File: src/hw/adc_mon_pkg.sv
// shared constants and types of the converter control and status port logic
package adc_mon_pkg;

  // ------------------------------------------------------------------
  // clock and timing
  // ------------------------------------------------------------------
  localparam int unsigned CLK_PERIOD_PS = 4000;
  localparam int unsigned CONV_TIME_NS = 104;
  localparam int unsigned CAL_TIME_NS = 4000;
  // least times, rounded up to whole cycles
  localparam int unsigned CONV_CYCLES = (CONV_TIME_NS * 1000 + CLK_PERIOD_PS - 1) / CLK_PERIOD_PS;
  localparam int unsigned CAL_CYCLES = (CAL_TIME_NS * 1000 + CLK_PERIOD_PS - 1) / CLK_PERIOD_PS;
  localparam int unsigned TIMER_W = 11;
  localparam logic [TIMER_W-1:0] CONV_LOAD = TIMER_W'(CONV_CYCLES);
  localparam logic [TIMER_W-1:0] CAL_LOAD = TIMER_W'(CAL_CYCLES);

  // ------------------------------------------------------------------
  // widths
  // ------------------------------------------------------------------
  localparam int unsigned ADDR_W = 7;
  localparam int unsigned DATA_W = 16;
  localparam int unsigned CHAN_W = 5;
  localparam int unsigned NUM_CHAN = 32;
  localparam int unsigned SAMPLE_W = 12;
  localparam int unsigned ALARM_W = 8;
  localparam int unsigned SENSOR_ALARMS = 7;
  localparam int unsigned CFG_WORDS = 96;

  // ------------------------------------------------------------------
  // field positions and address split
  // ------------------------------------------------------------------
  localparam int unsigned ALM_TEMP = 0;
  localparam int unsigned ALM_CORE = 1;
  localparam int unsigned ALM_AUX = 2;
  localparam int unsigned ALM_BRAM = 3;
  localparam int unsigned ALM_PS_FIRST = 4;
  localparam int unsigned ALM_PS_LAST = 6;
  localparam int unsigned ALM_ANY = 7;
  localparam logic [ADDR_W-1:0] CFG_BASE = 7'h20;

  // ------------------------------------------------------------------
  // reset values
  // ------------------------------------------------------------------
  localparam logic [CHAN_W-1:0] CHAN_RESET = 5'h00;
  localparam logic [DATA_W-1:0] DATA_RESET = 16'h0000;
  localparam logic [ALARM_W-1:0] ALARM_RESET = 8'h00;

  typedef enum logic [2:0] {
    ST_IDLE = 3'b001,
    ST_CONVERT = 3'b010,
    ST_CALIBRATE = 3'b100
  } conv_state_e;

endpackage

File: src/hw/rise_detect.sv
// rising edge detector for a synchronous level input
`timescale 1ns/1ps
`default_nettype none

module rise_detect (
  // clock and reset
  input wire logic core_clk,
  input wire logic reset,
  input wire logic clk_en,
  // level in, pulse out
  input wire logic level,
  output logic rise
);

  logic level_q;

  always_ff @(posedge core_clk or posedge reset) begin
    if (reset) begin
      level_q <= 1'b0;
    end else if (clk_en) begin
      level_q <= level;
    end
  end

  // combinational so the start is not delayed a further cycle
  assign rise = level & ~level_q;

endmodule

`default_nettype wire

File: src/hw/cycle_timer.sv
// down counter that times one conversion or calibration
`timescale 1ns/1ps
`default_nettype none

module cycle_timer #(
  parameter int unsigned W = 11
) (
  // clock and reset
  input wire logic core_clk,
  input wire logic reset,
  input wire logic clk_en,
  // control
  input wire logic start,
  input wire logic [W-1:0] load,
  // status
  output logic running,
  output logic done
);

  logic [W-1:0] count;

  always_ff @(posedge core_clk or posedge reset) begin
    if (reset) begin
      count <= '0;
    end else if (clk_en) begin
      if (start) begin
        count <= load;
      end else if (count != '0) begin
        count <= count - W'(1);
      end
    end
  end

  assign running = (count != '0);
  // last counted cycle
  assign done = (count == W'(1));

endmodule

`default_nettype wire

File: src/hw/adc_monitor_status_ports.sv
// converter control, channel sequencing, status flags and register ports
`timescale 1ns/1ps
`default_nettype none

module adc_monitor_status_ports (
  // clock, enable and reset
  input wire logic core_clk,
  input wire logic reset,
  input wire logic clk_en,
  // operating mode
  input wire logic event_mode,
  input wire logic use_trigger_clock,
  input wire logic external_mux_mode,
  input wire logic calibrate_request,
  input wire logic [adc_mon_pkg::NUM_CHAN-1:0] sequence_mask,
  // conversion triggers
  input wire logic conversion_trigger,
  input wire logic trigger_clock_input,
  // converter and comparator results
  input wire logic [adc_mon_pkg::SAMPLE_W-1:0] sample_data,
  input wire logic [adc_mon_pkg::SENSOR_ALARMS-1:0] sensor_alarm_in,
  input wire logic overheat_in,
  // status outputs
  output logic [adc_mon_pkg::ALARM_W-1:0] alarm,
  output logic overheat_alarm,
  output logic [adc_mon_pkg::CHAN_W-1:0] external_mux_select,
  output logic [adc_mon_pkg::CHAN_W-1:0] channel,
  output logic conversion_done,
  output logic sequence_done,
  output logic busy,
  // fabric side of the configuration register port
  input wire logic port_enable,
  input wire logic port_write_enable,
  input wire logic [adc_mon_pkg::ADDR_W-1:0] port_address,
  input wire logic [adc_mon_pkg::DATA_W-1:0] port_write_data,
  output logic [adc_mon_pkg::DATA_W-1:0] port_read_data,
  output logic port_ack,
  // scan side of the configuration register port
  input wire logic scan_lock_request,
  input wire logic scan_enable,
  input wire logic scan_write_enable,
  input wire logic [adc_mon_pkg::ADDR_W-1:0] scan_address,
  input wire logic [adc_mon_pkg::DATA_W-1:0] scan_write_data,
  output logic [adc_mon_pkg::DATA_W-1:0] scan_read_data,
  output logic scan_ack,
  output logic port_lock_flag,
  output logic scan_write_flag,
  output logic scan_access_busy
);

  // ------------------------------------------------------------------
  // channel sequence helpers
  // ------------------------------------------------------------------
  function automatic logic [adc_mon_pkg::CHAN_W-1:0] next_in_seq(
    input logic [adc_mon_pkg::NUM_CHAN-1:0] mask,
    input logic [adc_mon_pkg::CHAN_W-1:0] cur
  );
    logic [adc_mon_pkg::CHAN_W-1:0] cand;
    logic found;
    next_in_seq = cur;
    found = 1'b0;
    for (int i = 1; i <= adc_mon_pkg::NUM_CHAN; i++) begin
      cand = cur + adc_mon_pkg::CHAN_W'(i);
      if (!found && mask[cand]) begin
        next_in_seq = cand;
        found = 1'b1;
      end
    end
  endfunction

  function automatic logic last_in_seq(
    input logic [adc_mon_pkg::NUM_CHAN-1:0] mask,
    input logic [adc_mon_pkg::CHAN_W-1:0] cur
  );
    last_in_seq = (mask != '0);
    for (int i = 0; i < adc_mon_pkg::NUM_CHAN; i++) begin
      if (i > int'(cur) && mask[i]) begin
        last_in_seq = 1'b0;
      end
    end
  endfunction

  // ------------------------------------------------------------------
  // trigger detection and timers
  // ------------------------------------------------------------------
  adc_mon_pkg::conv_state_e state;
  adc_mon_pkg::conv_state_e next_state;
  logic [adc_mon_pkg::CHAN_W-1:0] cur_chan;
  logic [adc_mon_pkg::CHAN_W-1:0] next_chan;
  logic [adc_mon_pkg::CHAN_W-1:0] upcoming;
  logic trig_rise;
  logic clkin_rise;
  logic event_start;
  logic conv_start;
  logic cal_start;
  logic conv_end;
  logic cal_end;

  rise_detect u_trig_edge (
    .core_clk(core_clk),
    .reset(reset),
    .clk_en(clk_en),
    .level(conversion_trigger),
    .rise(trig_rise)
  );

  rise_detect u_clkin_edge (
    .core_clk(core_clk),
    .reset(reset),
    .clk_en(clk_en),
    .level(trigger_clock_input),
    .rise(clkin_rise)
  );

  // the two trigger sources are alternatives; only one is honoured at a time
  assign event_start = use_trigger_clock ? clkin_rise : trig_rise;

  cycle_timer #(.W(adc_mon_pkg::TIMER_W)) u_conv_timer (
    .core_clk(core_clk),
    .reset(reset),
    .clk_en(clk_en),
    .start(conv_start),
    .load(adc_mon_pkg::CONV_LOAD),
    .running(),
    .done(conv_end)
  );

  cycle_timer #(.W(adc_mon_pkg::TIMER_W)) u_cal_timer (
    .core_clk(core_clk),
    .reset(reset),
    .clk_en(clk_en),
    .start(cal_start),
    .load(adc_mon_pkg::CAL_LOAD),
    .running(),
    .done(cal_end)
  );

  // ------------------------------------------------------------------
  // conversion state machine
  // ------------------------------------------------------------------
  always_comb begin
    next_state = state;
    case (state)
      adc_mon_pkg::ST_IDLE: begin
        // calibration takes precedence over a pending trigger
        if (calibrate_request) begin
          next_state = adc_mon_pkg::ST_CALIBRATE;
        end else if (!event_mode || event_start) begin
          next_state = adc_mon_pkg::ST_CONVERT;
        end
      end
      adc_mon_pkg::ST_CONVERT: begin
        if (conv_end) begin
          next_state = adc_mon_pkg::ST_IDLE;
        end
      end
      adc_mon_pkg::ST_CALIBRATE: begin
        if (cal_end) begin
          next_state = adc_mon_pkg::ST_IDLE;
        end
      end
      default: begin
        next_state = adc_mon_pkg::ST_IDLE;
      end
    endcase
  end

  assign conv_start = (state == adc_mon_pkg::ST_IDLE) && (next_state == adc_mon_pkg::ST_CONVERT);
  assign cal_start = (state == adc_mon_pkg::ST_IDLE) && (next_state == adc_mon_pkg::ST_CALIBRATE);
  assign upcoming = (state == adc_mon_pkg::ST_CONVERT) ? next_in_seq(sequence_mask, cur_chan)
                                                      : next_chan;

  always_ff @(posedge core_clk or posedge reset) begin
    if (reset) begin
      state <= adc_mon_pkg::ST_IDLE;
      busy <= 1'b0;
    end else if (clk_en) begin
      state <= next_state;
      busy <= (next_state != adc_mon_pkg::ST_IDLE);
    end
  end

  always_ff @(posedge core_clk or posedge reset) begin
    if (reset) begin
      cur_chan <= adc_mon_pkg::CHAN_RESET;
      next_chan <= adc_mon_pkg::CHAN_RESET;
      external_mux_select <= adc_mon_pkg::CHAN_RESET;
    end else if (clk_en) begin
      if (conv_start) begin
        cur_chan <= next_chan;
      end
      if (conv_end && state == adc_mon_pkg::ST_CONVERT) begin
        next_chan <= next_in_seq(sequence_mask, cur_chan);
      end
      external_mux_select <= external_mux_mode ? upcoming : adc_mon_pkg::CHAN_RESET;
    end
  end

  // ------------------------------------------------------------------
  // result write and end-of-conversion flags
  // ------------------------------------------------------------------
  logic [adc_mon_pkg::DATA_W-1:0] status_mem [adc_mon_pkg::NUM_CHAN];
  logic result_write;

  assign result_write = conv_end && (state == adc_mon_pkg::ST_CONVERT);

  always_ff @(posedge core_clk) begin
    if (clk_en && result_write) begin
      // left aligned, as the 12-bit code sits in the upper bits of a word
      status_mem[cur_chan] <= {sample_data, 4'h0};
    end
  end

  always_ff @(posedge core_clk or posedge reset) begin
    if (reset) begin
      channel <= adc_mon_pkg::CHAN_RESET;
      conversion_done <= 1'b0;
      sequence_done <= 1'b0;
    end else if (clk_en) begin
      conversion_done <= result_write;
      sequence_done <= result_write && last_in_seq(sequence_mask, cur_chan);
      if (result_write) begin
        channel <= cur_chan;
      end
    end
  end

  // ------------------------------------------------------------------
  // alarm outputs
  // ------------------------------------------------------------------
  always_ff @(posedge core_clk or posedge reset) begin
    if (reset) begin
      alarm <= adc_mon_pkg::ALARM_RESET;
      overheat_alarm <= 1'b0;
    end else if (clk_en) begin
      alarm[adc_mon_pkg::ALM_PS_LAST:adc_mon_pkg::ALM_TEMP] <= sensor_alarm_in;
      alarm[adc_mon_pkg::ALM_ANY] <= |sensor_alarm_in;
      overheat_alarm <= overheat_in;
    end
  end

  // ------------------------------------------------------------------
  // configuration register port, fabric and scan sides
  // ------------------------------------------------------------------
  logic [adc_mon_pkg::DATA_W-1:0] cfg_mem [adc_mon_pkg::CFG_WORDS];
  logic scan_write;
  logic port_write;

  assign scan_write = scan_enable && scan_write_enable && (scan_address >= adc_mon_pkg::CFG_BASE);
  // fabric writes are dropped while the scan side holds the lock
  assign port_write = port_enable && port_write_enable && !port_lock_flag
                      && (port_address >= adc_mon_pkg::CFG_BASE);

  always_ff @(posedge core_clk) begin
    if (clk_en) begin
      if (scan_write) begin
        cfg_mem[scan_address - adc_mon_pkg::CFG_BASE] <= scan_write_data;
      end else if (port_write) begin
        cfg_mem[port_address - adc_mon_pkg::CFG_BASE] <= port_write_data;
      end
    end
  end

  function automatic logic [adc_mon_pkg::DATA_W-1:0] read_word(
    input logic [adc_mon_pkg::ADDR_W-1:0] addr
  );
    if (addr < adc_mon_pkg::CFG_BASE) begin
      read_word = status_mem[addr[adc_mon_pkg::CHAN_W-1:0]];
    end else begin
      read_word = cfg_mem[addr - adc_mon_pkg::CFG_BASE];
    end
  endfunction

  always_ff @(posedge core_clk or posedge reset) begin
    if (reset) begin
      port_ack <= 1'b0;
      port_read_data <= adc_mon_pkg::DATA_RESET;
    end else if (clk_en) begin
      port_ack <= port_enable;
      if (port_enable && !port_write_enable) begin
        port_read_data <= read_word(port_address);
      end
    end
  end

  always_ff @(posedge core_clk or posedge reset) begin
    if (reset) begin
      port_lock_flag <= 1'b0;
      scan_access_busy <= 1'b0;
      scan_ack <= 1'b0;
      scan_read_data <= adc_mon_pkg::DATA_RESET;
    end else if (clk_en) begin
      port_lock_flag <= scan_lock_request;
      scan_access_busy <= scan_enable;
      scan_ack <= scan_access_busy;
      if (scan_enable && !scan_write_enable) begin
        scan_read_data <= read_word(scan_address);
      end
    end
  end

  // a fabric write acknowledges the change; a new scan write in that cycle wins
  always_ff @(posedge core_clk or posedge reset) begin
    if (reset) begin
      scan_write_flag <= 1'b0;
    end else if (clk_en) begin
      if (scan_enable && scan_write_enable) begin
        scan_write_flag <= 1'b1;
      end else if (port_write) begin
        scan_write_flag <= 1'b0;
      end
    end
  end
endmodule

`default_nettype wire

File: config.mk
export PLATFORM = sky130hd
export DESIGN_NAME = adc_monitor_status_ports
export DESIGN_NICKNAME = d
export VERILOG_FILES = /design/src/hw/adc_mon_pkg.sv /design/src/hw/rise_detect.sv /design/src/hw/cycle_timer.sv /design/src/hw/adc_monitor_status_ports.sv
export SDC_FILE = /design/constraint.sdc
export NUM_CORES = 2
export LEC_CHECK = 0
export BUFFER_PORTS_ARGS = -buffer_cell sky130_fd_sc_hd__buf_2
export CELL_PAD_IN_SITES_DETAIL_PLACEMENT = 1
export CELL_PAD_IN_SITES_GLOBAL_PLACEMENT = 1
export CORE_MARGIN = 3
export CORE_UTILIZATION = 32
export CTS_CLUSTER_SIZE = 24
export DETAILED_ROUTE_END_ITERATION = 8
export PLACE_DENSITY = 0.63
export SYNTH_ARGS = -nofsm -noshare
export SYNTH_HDL_FRONTEND = slang
export SYNTH_SLANG_ARGS = --single-unit
File: constraint.sdc
create_clock -name core_clk -period 17.95 [get_ports core_clk]
set_clock_uncertainty 0.15 [all_clocks]
set_input_delay 1.795 -clock core_clk [delete_from_list [all_inputs] [get_ports core_clk]]
set_output_delay 1.795 -clock core_clk [all_outputs]
set_load 0.01 [all_outputs]
==> summary.md <==
| Metric | Value |
|---|---|
| Core area | 0.310 sq mm |
| Vias in the first global route | 58700 |
| Synth Register Bits | 2016 |
| HPWL Detailed | 223000 um |
| Highest Clock Rate | 0.132 GHz |
| Clk sinks | 2016 |
| CP endpoint kind | register |
| Max-slew violation count | 0 |
| Ports | 171 |
| Seq/Total Area, Yosys | 60.0% |
| Arr. time, crit path | 8100 ps |
| Clk_lat worst skew | 910 ps |
| Top FF cell, synth | edfxtp_1 |
| Total congestion overflow | 0 |
| Final Hold Fails | 0 |
| Leak | 35.0 nW |
| Syn Inst Count | 5157 |
| DRC | 0 |
| Max-Slew Margin vs Limit | 19.2% |
| Crit Path Class | reg -> reg |
| Total wire length | 339000 um |
| Number of setup buffers added after CTS | 0 |
| H-tree depth | 4 |
| Final design utilization | 36.4% |
| Die W | 565 um |
| Vias | 57900 |
| Status | finished clean |
| TritonRoute pass-1 iters | 5 |
| Post-layout min period | 7580 ps |
| Power density cells | 123 mW/mm^2 |
| Pin slew with the least headroom to its limit | 1200 ps |
| Distinct cells, synth | 94 |
| Synth area leader | edfxtp_1 |
| Clock buffer depth | 4 |
| Max_cap viols | 0 |
| Per-cell routed wire length | 35.4 um |
| Reg area | 0.0601 sq mm |
| Setup crit start kind | register |
| VDD IR max | 158 uV |
| CTS Hold Bufs | 0 |
| DR iter-0 viols | 8335 |
| All-Layer GR Usage | 20.8% |
| Crit-path max FO | 49 |
| Critical path required time | 18470 ps |
| Final Cell Area | 0.113 sq mm |
| FP Rows | 204 |
| Die area | 0.319 sq mm |
| Post-synthesis average cell area | 19.4 sq um |
| Reg clk slew, reported paths | 60 ps |
| Filler Cell Count | 30400 |
| Clock root buffer | clkbuf_16 |
| Number of synthesized flops with an enable pin | 1920 |
| Antenna violations before repair | 31 |
| First-pass GRT wire length | 474000 um |
| Layout cell share with drive strength beyond 1 | 38.9% |
| Post-synthesis net count | 5298 |
| Placed cell count | 9172 |
| Endpoints failing setup | 0 |
| Setup_tns | 0 ps |
| Port Buffers | 170 |
| Initial core utilization | 32.3% |
| Total power | 13.9 mW |
| Via/cell ratio | 6.04 |
| Final worst-path cycle share | 42.2% |
| Footprint of the multi-input gates | 0.0386 sq mm |
| Final ANT Viol Nets | 0 |
| Async SR Flop Fraction | 4.76% |
| Layout area overhead | 12.9% |
| Yosys top cell area share | 57.6% |
| Placement Cell Area | 0.106 sq mm |
| Most frequent cell after synthesis | edfxtp_1 |
| Resized Gates After CTS | 0 |
| Synth top cells by count | edfxtp_1, mux4_2, clkbuf_1 |
| Final Wtd Congestion | 0.910 |
| Synth top area cells | edfxtp_1, mux4_2, dfrtp_1, mux2i_1, clkbuf_1 |
| CTS tree | done |
| Die height | 565 um |
| Largest net degree at the start of global routing | 138 |
| Yosys warning count | 0 |
| Nets | 5412 |
| RSZ-0062 raised after global routing | no |
| Hold Crit Class | reg -> reg |
| Post-Syn Area | 0.100 sq mm |
| Cts bufs inserted | 217 |
| Non-filler cells, final | 9579 |
==> final timing paths <==
kind / startpoint / end / slack [ps] / cells past startpoint
setup / recovery: cur_chan[1]$_DFFE_PP0P_ / external_mux_select[1]$_DFFE_PP0P_ / 10370 / 16
hold / removal: channel[3]$_DFFE_PP0P_ / channel[3]$_DFFE_PP0P_ / 340 / 2
setup reg to reg: cur_chan[1]$_DFFE_PP0P_ / external_mux_select[1]$_DFFE_PP0P_ / 10370 / 16
hold reg to reg: channel[3]$_DFFE_PP0P_ / channel[3]$_DFFE_PP0P_ / 340 / 2
max in group asynchronous: reset / port_read_data[11]$_DFFE_PP0P_ / 15390 / 3
min in group asynchronous: reset / alarm[1]$_DFFE_PP0P_ / 880 / 2
==> sequential cells by signal (all words and copies together) (netlist names), 3 cells and up <==
| register | flops |
|---|---|
| channel | 5 |
| next_chan | 5 |
| u_cal_timer.count | 11 |
| scan_read_data | 16 |
| state | 3 |
| status_mem | 384 |
| alarm | 8 |
| port_read_data | 16 |
| cur_chan | 5 |
| external_mux_select | 5 |
| u_conv_timer.count | 11 |
| cfg_mem | 1536 |
==> layout by cell type (no fill, tap or decap), types with 11 or more instances in the layout <==
| master | count |
|---|---|
| mux4_2 | 1321 |
| mux2_2 | 36 |
| nor4_1 | 17 |
| clkbuf_1 | 57 |
| buf_2 | 161 |
| nand3_1 | 40 |
| o21a_1 | 11 |
| nor2b_1 | 14 |
| ha_1 | 29 |
| nor3_1 | 36 |
| a211oi_1 | 16 |
| inv_1 | 39 |
| nand2b_1 | 15 |
| clkbuf_16 | 220 |
| mux2i_1 | 134 |
| a31oi_1 | 18 |
| a21oi_1 | 63 |
| diode_2 | 16 |
| nand2_1 | 261 |
| and2_1 | 24 |
| o21ai_0 | 154 |
| clkinv_1 | 36 |
| o211ai_1 | 18 |
| nor2_2 | 96 |
| dfrtp_1 | 92 |
| xor2_1 | 11 |
| edfxtp_1 | 1920 |
| or3_1 | 11 |
| nand4_1 | 19 |
| clkinv_2 | 31 |
| nor2_1 | 113 |
| bufinv_16 | 23 |
| xnor2_1 | 24 |
| buf_4 | 134 |
| mux2_4 | 16 |
==> through the flow <==
step,hold slack [ps],setup slack (ps)
final,341,10370
after detailed placement,322,9990
after floorplan,311,11480
after global routing,383,9880
after CTS,342,10500
after global placement,317,9990
==> power breakdown <==
group	switching, mW	leakage (nW)	internal (mW)
registers	0.0895	18.4	5.23
logic	2.59	13.2	1.48
clock network	1.89	3.37	2.59
total	4.57	35.0	9.30
==> worst max-delay path: stages, from the launching register on <==
cell	delay (ps)
dfrtp_4	750
buf_4	720
ha_1	410
a21boi_0	190
nor2_1	760
mux4_2	490
mux2i_1	790
and4_1	550
nand4_2	290
or2_2	480
nor3_1	640
a221o_1	270
a21oi_1	70
o31a_1	120
o211a_1	220
a211oi_1	340
o31ai_1	140
==> per-layer routing <==
metal  wire [um]  vias up  part of all wire, %  GRT usage (%)
met1      135000    31900                   40           28.8
met5          84        -                0.025              0
met3       27800      499                  8.2           3.54
li1            -    22500                    -              -
met2      162000     2963                   48           33.2
met4       14400       12                  4.2           7.49
==> cell families after synthesis <==
| family | after synthesis | synth area share (%) |
|---|---|---|
| DFF | 2016 | 60.0 |
| muxes | 1507 | 31.7 |
| and+or+nand+nor | 708 | 3.29 |
| buffers and inverters | 454 | 1.75 |
| AOI/OAI and AO/OA | 405 | 2.59 |
| xor gates and xnor gates | 38 | 0.340 |
| adders and majority gates | 29 | 0.363 |
==> layout make-up <==
class / instances / share of cell area [%]
clock buffer: 280 / 5.10
tap: 4120 / 4.56
clock inverter: 111 / 1.05
antenna: 16 / 0.0354
inverter: 42 / 0.148
sequential: 2016 / 53.2
multi-input combinational: 2687 / 34.2
timing repair buffer: 307 / 1.78
Power figures use the tool's default switching activity.
